File: src/partition_map_pkg.sv
// constants and types shared by the partition identifier mapping block
package partition_map_pkg;

    // ********************************
    // widths and implementation sizes
    // ********************************
    localparam int ID_W          = 16;
    localparam int MAX_VMAP_REGS = 8;
    localparam int ENTRIES_PER_REG = 4;
    localparam int ADDR_W        = 8;

    // ********************************
    // register byte offsets
    // ********************************
    localparam logic [7:0] OFF_EL3_CTRL   = 8'h00;
    localparam logic [7:0] OFF_EL2_CTRL   = 8'h04;
    localparam logic [7:0] OFF_KERN_CTRL  = 8'h08;
    localparam logic [7:0] OFF_USER_CTRL  = 8'h0C;
    localparam logic [7:0] OFF_HYP_CTRL   = 8'h10;
    localparam logic [7:0] OFF_VALID      = 8'h14;
    localparam logic [7:0] OFF_DEF_PHYS   = 8'h18;
    localparam logic [7:0] OFF_VMAP_BASE  = 8'h40;
    localparam logic [7:0] OFF_VMAP_LAST  = 8'h7C;
    localparam logic [7:0] OFF_CAPABILITY = 8'h80;
    localparam logic [7:0] OFF_STATUS     = 8'h84;

    // ********************************
    // field positions
    // ********************************
    localparam int BIT_PART_EN    = 0;
    localparam int BIT_SEC_DEFLT  = 1;
    localparam int BIT_FORCE_NONSECURE_SPACE   = 2;
    localparam int BIT_ROOT_ALT   = 3;
    localparam int BIT_ROOT_ALTNS = 4;
    localparam int POS_EL3_ID     = 16;
    localparam int BIT_LOWER_ALT  = 16;
    localparam int BIT_TRAP_ID    = 17;
    localparam int BIT_USER_VMAP  = 0;
    localparam int BIT_KERN_VMAP  = 1;
    localparam int BIT_TRAP_CAP   = 8;
    localparam int POS_CAP_VMAX   = 16;
    localparam int BIT_CAP_VIRT   = 19;
    localparam int BIT_CAP_FNS    = 20;
    localparam int BIT_CAP_ALT    = 21;
    localparam int POS_STAT_SPACE = 16;
    localparam int BIT_STAT_TRAP  = 18;

    // ********************************
    // reset and fixed values
    // ********************************
    localparam logic [31:0]     RST_CTRL        = 32'h0000_0000;
    localparam logic [ID_W-1:0] SEC_DEFAULT_ID  = 16'h0000;
    localparam logic [ID_W-1:0] RST_DEF_PHYS    = 16'h0000;
    localparam logic [4:0]      DEFAULT_VIRT_ID = 5'h00;

    // ********************************
    // enumerations
    // ********************************
    typedef enum logic [1:0] {
        SP_SECURE = 2'b00,
        SP_NONSEC = 2'b01,
        SP_ROOT   = 2'b10,
        SP_REALM  = 2'b11
    } space_t;

    typedef enum logic [1:0] {
        LVL_USER   = 2'b00,
        LVL_KERNEL = 2'b01,
        LVL_HYP    = 2'b10,
        LVL_ROOT   = 2'b11
    } level_t;

endpackage

File: src/vmap_if.sv
// carrier between the resolver and the virtual map lookup
interface vmap_if #(
    parameter int ID_W        = 16,
    parameter int NUM_ENTRIES = 32
);
    logic [NUM_ENTRIES*ID_W-1:0] entryFlat;
    logic [NUM_ENTRIES-1:0]      validBits;
    logic [4:0]                  virtId;
    logic [4:0]                  maxIndex;
    logic [ID_W-1:0]             defaultPhys;
    logic [ID_W-1:0]             physId;

    modport requester (
        output entryFlat, validBits, virtId, maxIndex, defaultPhys,
        input  physId
    );
    modport lookup (
        input  entryFlat, validBits, virtId, maxIndex, defaultPhys,
        output physId
    );
endinterface

File: src/partition_id_space_virtual_map.sv
// partition identifier and space resolution for memory requests
//
// Functional notes
// - four security states; space and value from cross-level controls.
// - secure-default forces value 0 for non-root secure requests.
// - without alternative selection or force-nonsecure each state keeps its own space.
// - alternative: secure/realm go non-secure, root goes secure or non-secure.
// - alternative space never selected when that feature is absent.
// - virtualization needs enabled hypervisor level and capability flag.
// - kernel capability reads trap when either trap control is set and the hypervisor level is enabled with virtualization.
// - virtual spaces exist only with the virtualization option.
// - partitioning disabled sends the default physical identifier.
// - default space adjusted by force-nonsecure or alternative settings.
// - user and kernel mapping have separate enables.
// - up to eight mapping registers, set by hypervisor software.
// - virtual identifier indexes entries and the matching valid bit.
// - valid entry supplies the physical identifier.
// - out-of-range virtual identifier replaced by an in-range one.
// - invalid entry falls back to the default virtual entry if valid.
// - neither valid: default physical identifier is sent.
// - each mapping register holds four 16-bit identifier fields.
// - one valid bit per implemented mapping entry.
// - kernel mapping enable makes kernel-level identifiers virtual.
//
// Strobed register access and the address map were decided locally.
module partition_id_space_virtual_map
    import partition_map_pkg::*;
#(
    parameter int        VMAP_REGS      = MAX_VMAP_REGS,
    parameter bit        VIRT_IMPL      = 1'b1,
    parameter bit        ALT_IMPL       = 1'b1,
    parameter bit        FORCE_NONSECURE_SPACE_IMPL  = 1'b0,
    parameter logic [15:0] MAX_PART_VALUE = 16'h00FF
) (
    // clock and reset
    input  wire logic              sys_clk,
    input  wire logic              rst_b,
    // register port
    input  wire logic [ADDR_W-1:0] regAddr,
    input  wire logic [31:0]       regWrData,
    input  wire logic              regWr,
    input  wire logic              regRd,
    output logic      [31:0]       regRdData,
    // request from the core
    input  wire logic              reqValid,
    input  wire logic [1:0]        reqLevel,
    input  wire logic [1:0]        reqSecState,
    input  wire logic              hypEnabled,
    // labelled request to the memory system
    output logic                   outValid,
    output logic      [ID_W-1:0]   outPartitionId,
    output logic      [1:0]        outSpace,
    // capability register read from the core
    input  wire logic              capRead,
    input  wire logic [1:0]        capReadLevel,
    output logic                   capReadTrap
);

    localparam int NUM_ENTRIES = VMAP_REGS * ENTRIES_PER_REG;
    localparam logic [2:0] VMAP_MAX = 3'(VMAP_REGS - 1);
    localparam logic [4:0] MAX_INDEX = 5'(NUM_ENTRIES - 1);

    // ********************************
    // decode helpers
    // ********************************
    function automatic logic isVmapAddr(input logic [ADDR_W-1:0] a);
        return (a >= OFF_VMAP_BASE) && (a <= OFF_VMAP_LAST);
    endfunction

    function automatic logic [4:0] vmapEntry(input logic [ADDR_W-1:0] a);
        logic [ADDR_W-1:0] rel;
        rel = a - OFF_VMAP_BASE;
        return {rel[5:2], 1'b0};
    endfunction

    // ********************************
    // control registers
    // ********************************
    logic [31:0]      el3Ctrl_ff;
    logic [31:0]      el2Ctrl_ff;
    logic [ID_W-1:0]  kernCtrl_ff;
    logic [ID_W-1:0]  userCtrl_ff;
    logic [31:0]      hypCtrl_ff;
    logic [NUM_ENTRIES-1:0] validBits_ff;
    logic [ID_W-1:0]  defPhys_ff;
    logic [ID_W-1:0]  vmapMem_ff [NUM_ENTRIES];

    logic partEn;
    logic secDeflt;
    logic forceNs;
    logic rootAlt;
    logic rootAltNs;
    logic lowerAlt;
    logic trapId;
    logic userVmap;
    logic kernVmap;
    logic trapCap;
    logic virtOk;

    assign partEn    = el3Ctrl_ff[BIT_PART_EN];
    assign secDeflt  = el3Ctrl_ff[BIT_SEC_DEFLT];
    assign forceNs   = FORCE_NONSECURE_SPACE_IMPL & el3Ctrl_ff[BIT_FORCE_NONSECURE_SPACE];
    assign rootAlt   = el3Ctrl_ff[BIT_ROOT_ALT];
    assign rootAltNs = el3Ctrl_ff[BIT_ROOT_ALTNS];
    assign lowerAlt  = el2Ctrl_ff[BIT_LOWER_ALT];
    assign trapId    = el2Ctrl_ff[BIT_TRAP_ID];
    assign userVmap  = hypCtrl_ff[BIT_USER_VMAP];
    assign kernVmap  = hypCtrl_ff[BIT_KERN_VMAP];
    assign trapCap   = hypCtrl_ff[BIT_TRAP_CAP];

    // needs the option and an enabled hypervisor level
    assign virtOk = VIRT_IMPL & hypEnabled;

    always_ff @(posedge sys_clk or negedge rst_b) begin
        if (!rst_b) begin
            el3Ctrl_ff  <= RST_CTRL;
            el2Ctrl_ff  <= RST_CTRL;
            kernCtrl_ff <= RST_DEF_PHYS;
            userCtrl_ff <= RST_DEF_PHYS;
            hypCtrl_ff  <= RST_CTRL;
            defPhys_ff  <= RST_DEF_PHYS;
        end else if (regWr) begin
            case (regAddr)
                OFF_EL3_CTRL: begin
                    el3Ctrl_ff <= regWrData;
                end
                OFF_EL2_CTRL: begin
                    el2Ctrl_ff <= regWrData;
                end
                OFF_KERN_CTRL: begin
                    kernCtrl_ff <= regWrData[ID_W-1:0];
                end
                OFF_USER_CTRL: begin
                    userCtrl_ff <= regWrData[ID_W-1:0];
                end
                OFF_HYP_CTRL: begin
                    if (VIRT_IMPL) begin
                        hypCtrl_ff <= regWrData;
                    end
                end
                OFF_DEF_PHYS: begin
                    defPhys_ff <= regWrData[ID_W-1:0];
                end
                default: begin
                end
            endcase
        end
    end

    // valid bits, one per implemented entry
    always_ff @(posedge sys_clk or negedge rst_b) begin
        if (!rst_b) begin
            validBits_ff <= '0;
        end else if (regWr && regAddr == OFF_VALID && VIRT_IMPL) begin
            validBits_ff <= regWrData[NUM_ENTRIES-1:0];
        end
    end

    // ********************************
    // mapping entries, two per word
    // ********************************
    genvar g;
    generate
        for (g = 0; g < NUM_ENTRIES; g++) begin : gEntry
            always_ff @(posedge sys_clk or negedge rst_b) begin
                if (!rst_b) begin
                    vmapMem_ff[g] <= RST_DEF_PHYS;
                end else if (regWr && VIRT_IMPL && isVmapAddr(regAddr)
                             && vmapEntry(regAddr) == 5'(g & ~1)) begin
                    vmapMem_ff[g] <= regWrData[(g%2)*ID_W +: ID_W];
                end
            end
        end
    endgenerate

    // ********************************
    // space selection
    // ********************************
    logic   altSel;
    space_t nxtSpace;
    logic [ID_W-1:0] srcId;
    logic            virtualize;
    logic [ID_W-1:0] nxt_partitionId;

    always_comb begin
        // alternative space needs the feature
        altSel = ALT_IMPL
               & ((reqLevel == LVL_ROOT) ? rootAlt : lowerAlt);
        case (space_t'(reqSecState))
            SP_ROOT: begin
                if (altSel) begin
                    nxtSpace = rootAltNs ? SP_NONSEC : SP_SECURE;
                end else begin
                    nxtSpace = SP_ROOT;
                end
            end
            SP_SECURE: begin
                if (altSel || forceNs) begin
                    nxtSpace = SP_NONSEC;
                end else begin
                    nxtSpace = SP_SECURE;
                end
            end
            SP_REALM: begin
                nxtSpace = altSel ? SP_NONSEC : SP_REALM;
            end
            default: begin
                nxtSpace = SP_NONSEC;
            end
        endcase
    end

    // ********************************
    // identifier source and mapping
    // ********************************
    vmap_if #(.ID_W(ID_W), .NUM_ENTRIES(NUM_ENTRIES)) vmBus ();

    always_comb begin
        vmBus.validBits   = validBits_ff;
        vmBus.maxIndex    = MAX_INDEX;
        vmBus.defaultPhys = defPhys_ff;
        for (int i = 0; i < NUM_ENTRIES; i++) begin
            vmBus.entryFlat[i*ID_W +: ID_W] = vmapMem_ff[i];
        end
    end

    always_comb begin
        case (level_t'(reqLevel))
            LVL_ROOT: begin
                srcId      = el3Ctrl_ff[POS_EL3_ID +: ID_W];
                virtualize = 1'b0;
            end
            LVL_HYP: begin
                srcId      = el2Ctrl_ff[ID_W-1:0];
                virtualize = 1'b0;
            end
            LVL_KERNEL: begin
                srcId      = kernCtrl_ff;
                virtualize = virtOk & kernVmap;
            end
            default: begin
                srcId      = userCtrl_ff;
                virtualize = virtOk & userVmap;
            end
        endcase
        vmBus.virtId = srcId[4:0];
    end

    vmap_lookup #(
        .NUM_ENTRIES (NUM_ENTRIES)
    ) uLookup (
        .vm (vmBus.lookup)
    );

    // final value ahead of the output stage
    always_comb begin
        if (!partEn) begin
            nxt_partitionId = defPhys_ff;
        end else if (secDeflt && reqSecState == SP_SECURE
                     && reqLevel != LVL_ROOT) begin
            nxt_partitionId = SEC_DEFAULT_ID;
        end else if (virtualize) begin
            nxt_partitionId = vmBus.physId;
        end else begin
            nxt_partitionId = srcId;
        end
    end

    // ********************************
    // output stage
    // ********************************
    always_ff @(posedge sys_clk or negedge rst_b) begin
        if (!rst_b) begin
            outValid       <= 1'b0;
            outPartitionId <= RST_DEF_PHYS;
            outSpace       <= SP_SECURE;
        end else begin
            outValid <= reqValid;
            if (reqValid) begin
                outPartitionId <= nxt_partitionId;
                outSpace       <= nxtSpace;
            end
        end
    end

    // trapped kernel capability reads
    always_ff @(posedge sys_clk or negedge rst_b) begin
        if (!rst_b) begin
            capReadTrap <= 1'b0;
        end else begin
            capReadTrap <= capRead && virtOk
                         && capReadLevel == LVL_KERNEL
                         && (trapCap || trapId);
        end
    end

    // ********************************
    // register read back
    // ********************************
    logic [31:0] capWord;
    logic [31:0] nxt_rdData;
    logic [4:0]  rdEntry;

    always_comb begin
        capWord = '0;
        capWord[ID_W-1:0]          = MAX_PART_VALUE;
        capWord[POS_CAP_VMAX +: 3] = VMAP_MAX;
        capWord[BIT_CAP_VIRT]      = VIRT_IMPL;
        capWord[BIT_CAP_FNS]       = FORCE_NONSECURE_SPACE_IMPL;
        capWord[BIT_CAP_ALT]       = ALT_IMPL;
        rdEntry = vmapEntry(regAddr);
        nxt_rdData = '0;
        if (isVmapAddr(regAddr)) begin
            if (int'(rdEntry) < NUM_ENTRIES) begin
                nxt_rdData = {vmapMem_ff[rdEntry + 5'h01],
                              vmapMem_ff[rdEntry]};
            end
        end else begin
            case (regAddr)
                OFF_EL3_CTRL:   nxt_rdData = el3Ctrl_ff;
                OFF_EL2_CTRL:   nxt_rdData = el2Ctrl_ff;
                OFF_KERN_CTRL:  nxt_rdData = 32'(kernCtrl_ff);
                OFF_USER_CTRL:  nxt_rdData = 32'(userCtrl_ff);
                OFF_HYP_CTRL:   nxt_rdData = hypCtrl_ff;
                OFF_VALID:      nxt_rdData = 32'(validBits_ff);
                OFF_DEF_PHYS:   nxt_rdData = 32'(defPhys_ff);
                OFF_CAPABILITY: nxt_rdData = capWord;
                OFF_STATUS: begin
                    nxt_rdData[ID_W-1:0]             = outPartitionId;
                    nxt_rdData[POS_STAT_SPACE +: 2]  = outSpace;
                    nxt_rdData[BIT_STAT_TRAP]        = capReadTrap;
                end
                default:        nxt_rdData = '0;
            endcase
        end
    end

    always_ff @(posedge sys_clk or negedge rst_b) begin
        if (!rst_b) begin
            regRdData <= '0;
        end else if (regRd) begin
            regRdData <= nxt_rdData;
        end else begin
            regRdData <= '0;
        end
    end

endmodule // partition_id_space_virtual_map

File: src/vmap_lookup.sv
// virtual to physical identifier translation with fallbacks
module vmap_lookup
    import partition_map_pkg::*;
#(
    parameter int NUM_ENTRIES = 32
) (
    // map tables and query
    vmap_if.lookup vm
);

    logic [4:0]      index;
    logic [ID_W-1:0] hitEntry;
    logic [ID_W-1:0] defEntry;

    // ********************************
    // in-range replacement and select
    // ********************************
    always_comb begin
        index = (vm.virtId > vm.maxIndex) ? vm.maxIndex : vm.virtId;
        hitEntry = vm.entryFlat[index*ID_W +: ID_W];
        defEntry = vm.entryFlat[DEFAULT_VIRT_ID*ID_W +: ID_W];
        if (vm.validBits[index]) begin
            vm.physId = hitEntry;
        end else if (vm.validBits[DEFAULT_VIRT_ID]) begin
            vm.physId = defEntry;
        end else begin
            vm.physId = vm.defaultPhys;
        end
    end

endmodule // vmap_lookup

File: config.mk
export PLATFORM = sky130hd
export DESIGN_NAME = partition_id_space_virtual_map
export DESIGN_NICKNAME = d
export VERILOG_FILES = /design/src/partition_map_pkg.sv /design/src/vmap_if.sv /design/src/partition_id_space_virtual_map.sv /design/src/vmap_lookup.sv
export SDC_FILE = /design/constraint.sdc
export NUM_CORES = 1
export LEC_CHECK = 0
export ABC_AREA = 0
export BUFFER_PORTS_ARGS = -buffer_cell sky130_fd_sc_hd__buf_4
export CORE_MARGIN = 10
export CORE_UTILIZATION = 57
export CTS_CLUSTER_DIAMETER = 200
export DETAILED_ROUTE_END_ITERATION = 10
export GPL_TIMING_DRIVEN = 0
export PLACE_DENSITY = 0.79
export SYNTH_ARGS = -nofsm -noshare
export SYNTH_HDL_FRONTEND = slang
export SYNTH_SLANG_ARGS = --single-unit
File: constraint.sdc
create_clock -name sys_clk -period 2.69 [get_ports sys_clk]
set_input_delay 0.6725 -clock sys_clk [delete_from_list [all_inputs] [get_ports sys_clk]]
set_output_delay 0.6725 -clock sys_clk [all_outputs]
set_load 0.02 [all_outputs]
Yosys cells after proc, flatten, opt, wreduce, memory -nomap -nowiden

Index checks and enable logic that the tools add are counted.

Output and inout port bits: 52
Input port bits: 53
Register bits: 740
Word-level logic and storage cells: 148

Shifts and indexed selects: 1
Equality and inequality tests: 30
Reductions and logical operators: 35
$lt $le $gt $ge: 6
Add/sub/neg operators: 2
Bitwise gates (word level): 4
Muxes and demuxes: 26

Operators with widths:

| kind                                                                         | count |
|---|---|
| 512-bit by 10-bit variable part select with 16-bit output                    | 1 |
| 19-bit one-hot mux with 9 select lines                                       | 1 |
| 16-bit binary-select mux with 5-bit select                                   | 2 |
| 16-bit two-way mux                                                           | 9 |
| 13-bit one-hot mux with 5 select lines                                       | 1 |
| 32-bit two-way mux                                                           | 2 |
| 16-bit one-hot mux with 3 select lines                                       | 1 |
| 4-bit == test, second input constant                                         | 8 |
| 8-bit by 5-bit == test with 1-bit output, second input constant              | 3 |
| 1-bit logical AND                                                            | 24 |
| 4-bit by 3-bit == test with 1-bit output, second input constant              | 4 |
| 8-bit by 4-bit == test with 1-bit output, second input constant              | 2 |
| 8-bit == test, second input constant                                         | 2 |
| 6-bit >= comparator, second input constant                                   | 2 |
| 5-bit NOT with 6-bit output                                                  | 2 |
| 2-bit AND reduction                                                          | 6 |
| 2-bit == test, second input constant                                         | 4 |
| 4-bit by 2-bit == test with 1-bit output, second input constant              | 2 |
| 8-bit by 3-bit == test with 1-bit output, second input constant              | 1 |
| 8-bit by 7-bit >= comparator with 1-bit output, second input constant        | 1 |
| 8-bit by 7-bit <= comparator with 1-bit output, second input constant        | 1 |
| 8-bit logical NOT                                                            | 1 |
| 5-bit by 6-bit less-than comparator with 1-bit output, second input constant | 1 |
| 2-bit one-hot mux with 3 select lines                                        | 1 |
| 16 further kinds                                                             | 22 |

Logic depth before layout (Yosys ltp)

Word-level depth: 10
Gate-level depth with buffers: 11
Gate-level depth less buffers: 7

Modules after synthesis

Synthesis repeated with hierarchy kept, for this count alone.

Cell total of the unflattened synthesis: 3248
Area total of the unflattened synthesis: 39643.0 um^2

Modules (own cells, without submodules):

| module                         | instances | area an instance (um^2) | cells each | sequential area each (um^2) |
|---|---|---|---|---|
| partition_id_space_virtual_map | 1         | 33822.4                 | 2241       | 18517.8 |
| vmap_lookup                    | 1         | 5820.6                  | 1007       | 0.0 |

Least setup slack after synthesis

Ideal clock, no wire load.

Path type: input to register
Start: input port regAddr[2]
End: register regRdData[9]
Required time: 2558 ps
Arrival: 3143 ps
Setup slack: -585 ps
Library setup time: 132 ps
Stages on the path: 7
Buffers on the path: 3
Path through: clkbuf_1 clkbuf_1 buf_1 mux4_2 mux4_2 o22ai_1 nor2_1

Longest elaborated chain between the ends: 7
Elaborated cells between the ends (all ways): 20
Those cells by class: 1 x add/sub; 2 x order compare; 8 x eq/ne; 6 x mux; 1 x bitwise; 2 x reduce/logical

RTL lines:

| what                                                   | RTL line                              | source |
|---|---|---|
| start: declaration                                     | partition_id_space_virtual_map.sv:39  | `input wire logic [ADDR_W-1:0] regAddr,` |
| 6-bit by 1-bit subtractor with 6-bit output            | partition_id_space_virtual_map.sv:72  | `rel = a - OFF_VMAP_BASE;` |
| 5-bit NOT with 6-bit output (not written as such)      | partition_id_space_virtual_map.sv:316 | `vmapMem_ff[rdEntry]};` |
| 16-bit binary-select mux with 5-bit select             | partition_id_space_virtual_map.sv:316 |  |
| 16-bit two-way mux (not written as such) (2 in series) | partition_id_space_virtual_map.sv:316 |  |
| 32-bit two-way mux (*)                                 | partition_id_space_virtual_map.sv:313 | `if (isVmapAddr(regAddr)) begin` |
| 32-bit two-way mux (*)                                 | partition_id_space_virtual_map.sv:341 | `end else if (regRd) begin` |
| end signal: assignment                                 | partition_id_space_virtual_map.sv:342 | `regRdData <= nxt_rdData;` |
| end: declaration                                       | partition_id_space_virtual_map.sv:43  | `output logic [31:0] regRdData,` |

Every way passes the cells marked *; elsewhere a longest branch is shown, timed or not. The select of a mux whose other input is x is not followed.
A chain may end at the register's enable or synchronous reset.

Final worst setup path

Start: register el2Ctrl_ff[1]
End: register outPartitionId[4]

Longest elaborated chain between the ends: 9
Elaborated cells between the ends (all ways): 10
Those cells by class: 1 x order compare; 1 x shift; 8 x mux

RTL lines:

| what                                                                                              | RTL line                              | source |
|---|---|---|
| start: declaration                                                                                | partition_id_space_virtual_map.sv:80  | `logic [31:0] el2Ctrl_ff;` |
| start signal: assignment                                                                          | partition_id_space_virtual_map.sv:128 | `el2Ctrl_ff <= regWrData;` |
| 16-bit one-hot mux with 3 select lines (*)                                                        | partition_id_space_virtual_map.sv:228 | `case (level_t'(reqLevel))` |
| 5-bit greater-than comparator                                                                     | vmap_lookup.sv:19                     | `index = (vm.virtId > vm.maxIndex) ? vm.maxIndex : vm.virtId;` |
| 5-bit two-way mux (*)                                                                             | vmap_lookup.sv:19                     |  |
| branches (longest 2 deep; another with 512-bit by 10-bit variable part select with 16-bit output) | n/a                                   |  |
| 16-bit two-way mux (*)                                                                            | vmap_lookup.sv:22                     | `if (vm.validBits[index]) begin` |
| 16-bit two-way mux (*)                                                                            | partition_id_space_virtual_map.sv:262 | `end else if (virtualize) begin` |
| 16-bit two-way mux (*)                                                                            | partition_id_space_virtual_map.sv:259 | `end else if (secDeflt && reqSecState == SP_SECURE` |
| 16-bit two-way mux (*)                                                                            | partition_id_space_virtual_map.sv:257 | `if (!partEn) begin` |
| end signal: assignment                                                                            | partition_id_space_virtual_map.sv:280 | `outPartitionId <= nxt_partitionId;` |
| end: declaration                                                                                  | partition_id_space_virtual_map.sv:51  | `output logic [ID_W-1:0] outPartitionId,` |

Mark *: on every way between the ends. The select of a mux whose other input is x is not followed.

==> metrics.cfg <==
[sta]
setup_viol = 179
tns_ns = -7.66
setup_ws_ns = -0.225
min_period_ns = 2.92
clock-skew-final_ns = 0.0244
final-hold-violation-count = 0
fmax_ghz = 0.343
worstMarginPinSlew_ns = 1.56
whs_ns = 0.0937
final.period_utilization = 1.08
rsz0062_at_grt = true
maxSlewHeadroom = -0.0378
drv_slew = 11

[floorplanning]
ios = 105
start_util = 0.575
die_w_um = 278
dieHeight_um = 278
core_mm2 = 0.0659
dieArea_mm2 = 0.0772
num_rows = 94

[synthesis]
synthCells = 2575
synth_top_flop_cell = dfrtp_1
seq_area_frac_synth = 0.489
ys_seq_elements = 740
async_reset_ff_frac = 1.00
yosys_warnings = 0
avgSynthCellArea_um2 = 14.7
syn_area_mm2 = 0.0379
syn_nets = 2628
synth_cell_types = 50
synth_edf_count = 0

[pwr]
cellPowerDensity_mw_per_mm2 = 683
power.leakage_nw = 19.5
ir_drop_uv = 524

[worst_setup_path]
required_ns = 3.23
critPathLaunchType = flop
crit_slowest_cell = mux4_2
worstPathCellList = mux4_2, buf_12, buf_8, buf_12, mux4_2, mux2_2, o211ai_1, nand3b_1, a31o_1
end_kind = flop
arrival_ns = 3.46
path_class = flop to flop
crit_path_max_fanout = 10
cpPeakStageDelay_ns = 0.54
critPathBufInv = 3
critical_path.top_delay_family = multiplexers

[clock_network]
cts_sinks = 740
root_buffer = clkbuf_16
h-tree-depth = 3
postCtsHoldBufs = 0
worst_skew_pair.late_latency_ns = 0.65
cts_tree = done
cts.path.max_buffers = 3
cts_buffers = 81
clkTransAtPathRegs_ns = 0.06

[worst_hold_path]
hold_class = input pin to async pin

[global_route]
groute.usage.overall = 0.382
grt_remaining_overflow = 0
grt_pass1_vias = 28202
antenna_found_initial = 11
grt_max_degree = 124
grt_pass1_wl_mm = 210

[placed_design]
hpwl_mm = 105
place.gp.congestion = 1.03
portBuffers = 86

[routing]
via_per_inst = 7.51
drt_wl_total_mm = 150
drt-wirelength-per-cell_um = 40.5
ant_nets = 0
initialDrtViolationCount = 4150
drc = 0
dr_total_vias = 27858
firstDrtPassIters = 8

[cells_and_area]
drive_gt1_frac = 0.529
layout.cells.most_common = dfrtp_1
nets = 2832
area.growth.synth_to_final_pct = 16.1
fillers = 4595
final_cell_mix = dfrtp_1 (740), mux2_2 (711), mux4_2 (301)

[run]
maxCapViolCount = 1

[status]
outcome = complete, but fails checks
violations = max-capacitance violations, max-slew violations, negative setup slack

registers in the layout, indices dropped and copies added, names as in the netlist, 2 cells and up:
name             cells
vmBus.entryFlat    512
hypCtrl_ff          32
el2Ctrl_ff          32
validBits_ff        32
outPartitionId      16
userCtrl_ff         16
defPhys_ff          16
regRdData           32
el3Ctrl_ff          32
outSpace             2
kernCtrl_ff         16
synthesized netlist by cell type (13+ instances only):
cell      count  area (µm²)
buf_2        49         245
mux4_2      301        6780
nand2_1      65         244
nand3b_1     13        97.6
nand3_1      15        75.1
mux2_2      714        8040
a21oi_1      26         130
a222oi_1     20         200
buf_1        59         221
mux2i_1      55         551
a221oi_1     15         131
a22oi_1      23         173
a31oi_1      32         200
o22ai_1      42         263
nor2_1       70         263
o21ai_0      62         310
inv_1        20        75.1
dfrtp_1     740       18500
clkbuf_1    145         544
metrics by stage:
stage	util	instance area [µm²]	worst slack, ns	total power, W	instances
after floorplan	-	37900	-0.359	0.0160	2575
after global placement	0.602	39700	-7.14	0.0177	3525
after detailed placement	0.606	39900	-2.15	0.0180	3532
after CTS	0.662	43600	-0.237	0.0297	3698
after global routing	0.668	44000	-0.242	0.0307	3705
final	0.668	44000	-0.225	0.0300	3707
kinds of logic (layout without fill, tap and decap cells):
| group | Yosys count | count (layout) | share of synthesized area |
|---|---|---|---|
| muxes | 1071 | 1071 | 0.406 |
| DFF | 740 | 740 | 0.489 |
| and+or+nand+nor | 201 | 201 | 0.0246 |
| buffers and inverters | 280 | 546 | 0.0304 |
| other | 0 | 2 | 0 |
| AOI/OAI and AO/OA | 283 | 283 | 0.0504 |
worst paths after layout:
| kind | start | endpoint | slack (ns) | cells past startpoint |
|---|---|---|---|---|
| worst max-delay path | el2Ctrl_ff[1]$_DFFE_PN0P_ | outPartitionId[4]$_DFFE_PN0P_ | -0.23 | 9 |
| worst min-delay path | rst_b | userCtrl_ff[12]$_DFFE_PN0P_ | 0.09 | 1 |
| worst max register to register | el2Ctrl_ff[1]$_DFFE_PN0P_ | outPartitionId[4]$_DFFE_PN0P_ | -0.23 | 9 |
| worst min register to register | hypCtrl_ff[29]$_DFFE_PN0P_ | hypCtrl_ff[29]$_DFFE_PN0P_ | 0.51 | 1 |
| max in group asynchronous | rst_b | vmBus.entryFlat[440]$_DFFE_PN0P_ | 1.05 | 3 |
| min in group sys_clk | reqValid | outValid$_DFF_PN0_ | 0.16 | 1 |
where the power goes:
group	switching, W	total [W]	internal (W)
registers	0.00104	0.0134	0.0123
logic	0.00252	0.00500	0.00248
clock network	0.00475	0.0117	0.00694
total	0.00831	0.0300	0.0217
worst register-to-register path: cells and delay by family (launching register included):
| kind | cells | cell delay, ns |
|---|---|---|
| flops | 1 | 0.40 |
| compound gates | 2 | 0.64 |
| buf+inv | 3 | 0.53 |
| mux | 3 | 1.13 |
| simple gates | 1 | 0.13 |
area by class of cell:
class                   count  area [µm²]  share of cell area
diodes                      2        5.00            0.000114
plain buffers             256        1650              0.0376
clock buffers             116        2390              0.0543
clock inverters            29         364             0.00827
inverters                  20        75.1             0.00171
multi-input cells        1555       18800               0.427
flip-flops and latches    740       18500               0.421
well taps                 864        1080              0.0246
repair buffers            125        1130              0.0258
routing by layer:
metal / wire length [µm] / track usage / share of wire / vias to the layer above
met1: 51500 / 0.450 / 0.34 / 14598
met5: 194 / 0.0109 / 0.0013 / -
met3: 20400 / 0.167 / 0.14 / 652
met2: 64400 / 0.547 / 0.43 / 2269
met4: 13500 / 0.288 / 0.090 / 14
li1: - / - / - / 10325
repair_timing:
action                                  CTS  global route
gates resized for setup                 245           134
pin swaps                                21            23
setup buffers                            22            10
cloned                                    2             0
endpoints found under the setup margin  684           352
(Power assumes the default switching activity.)
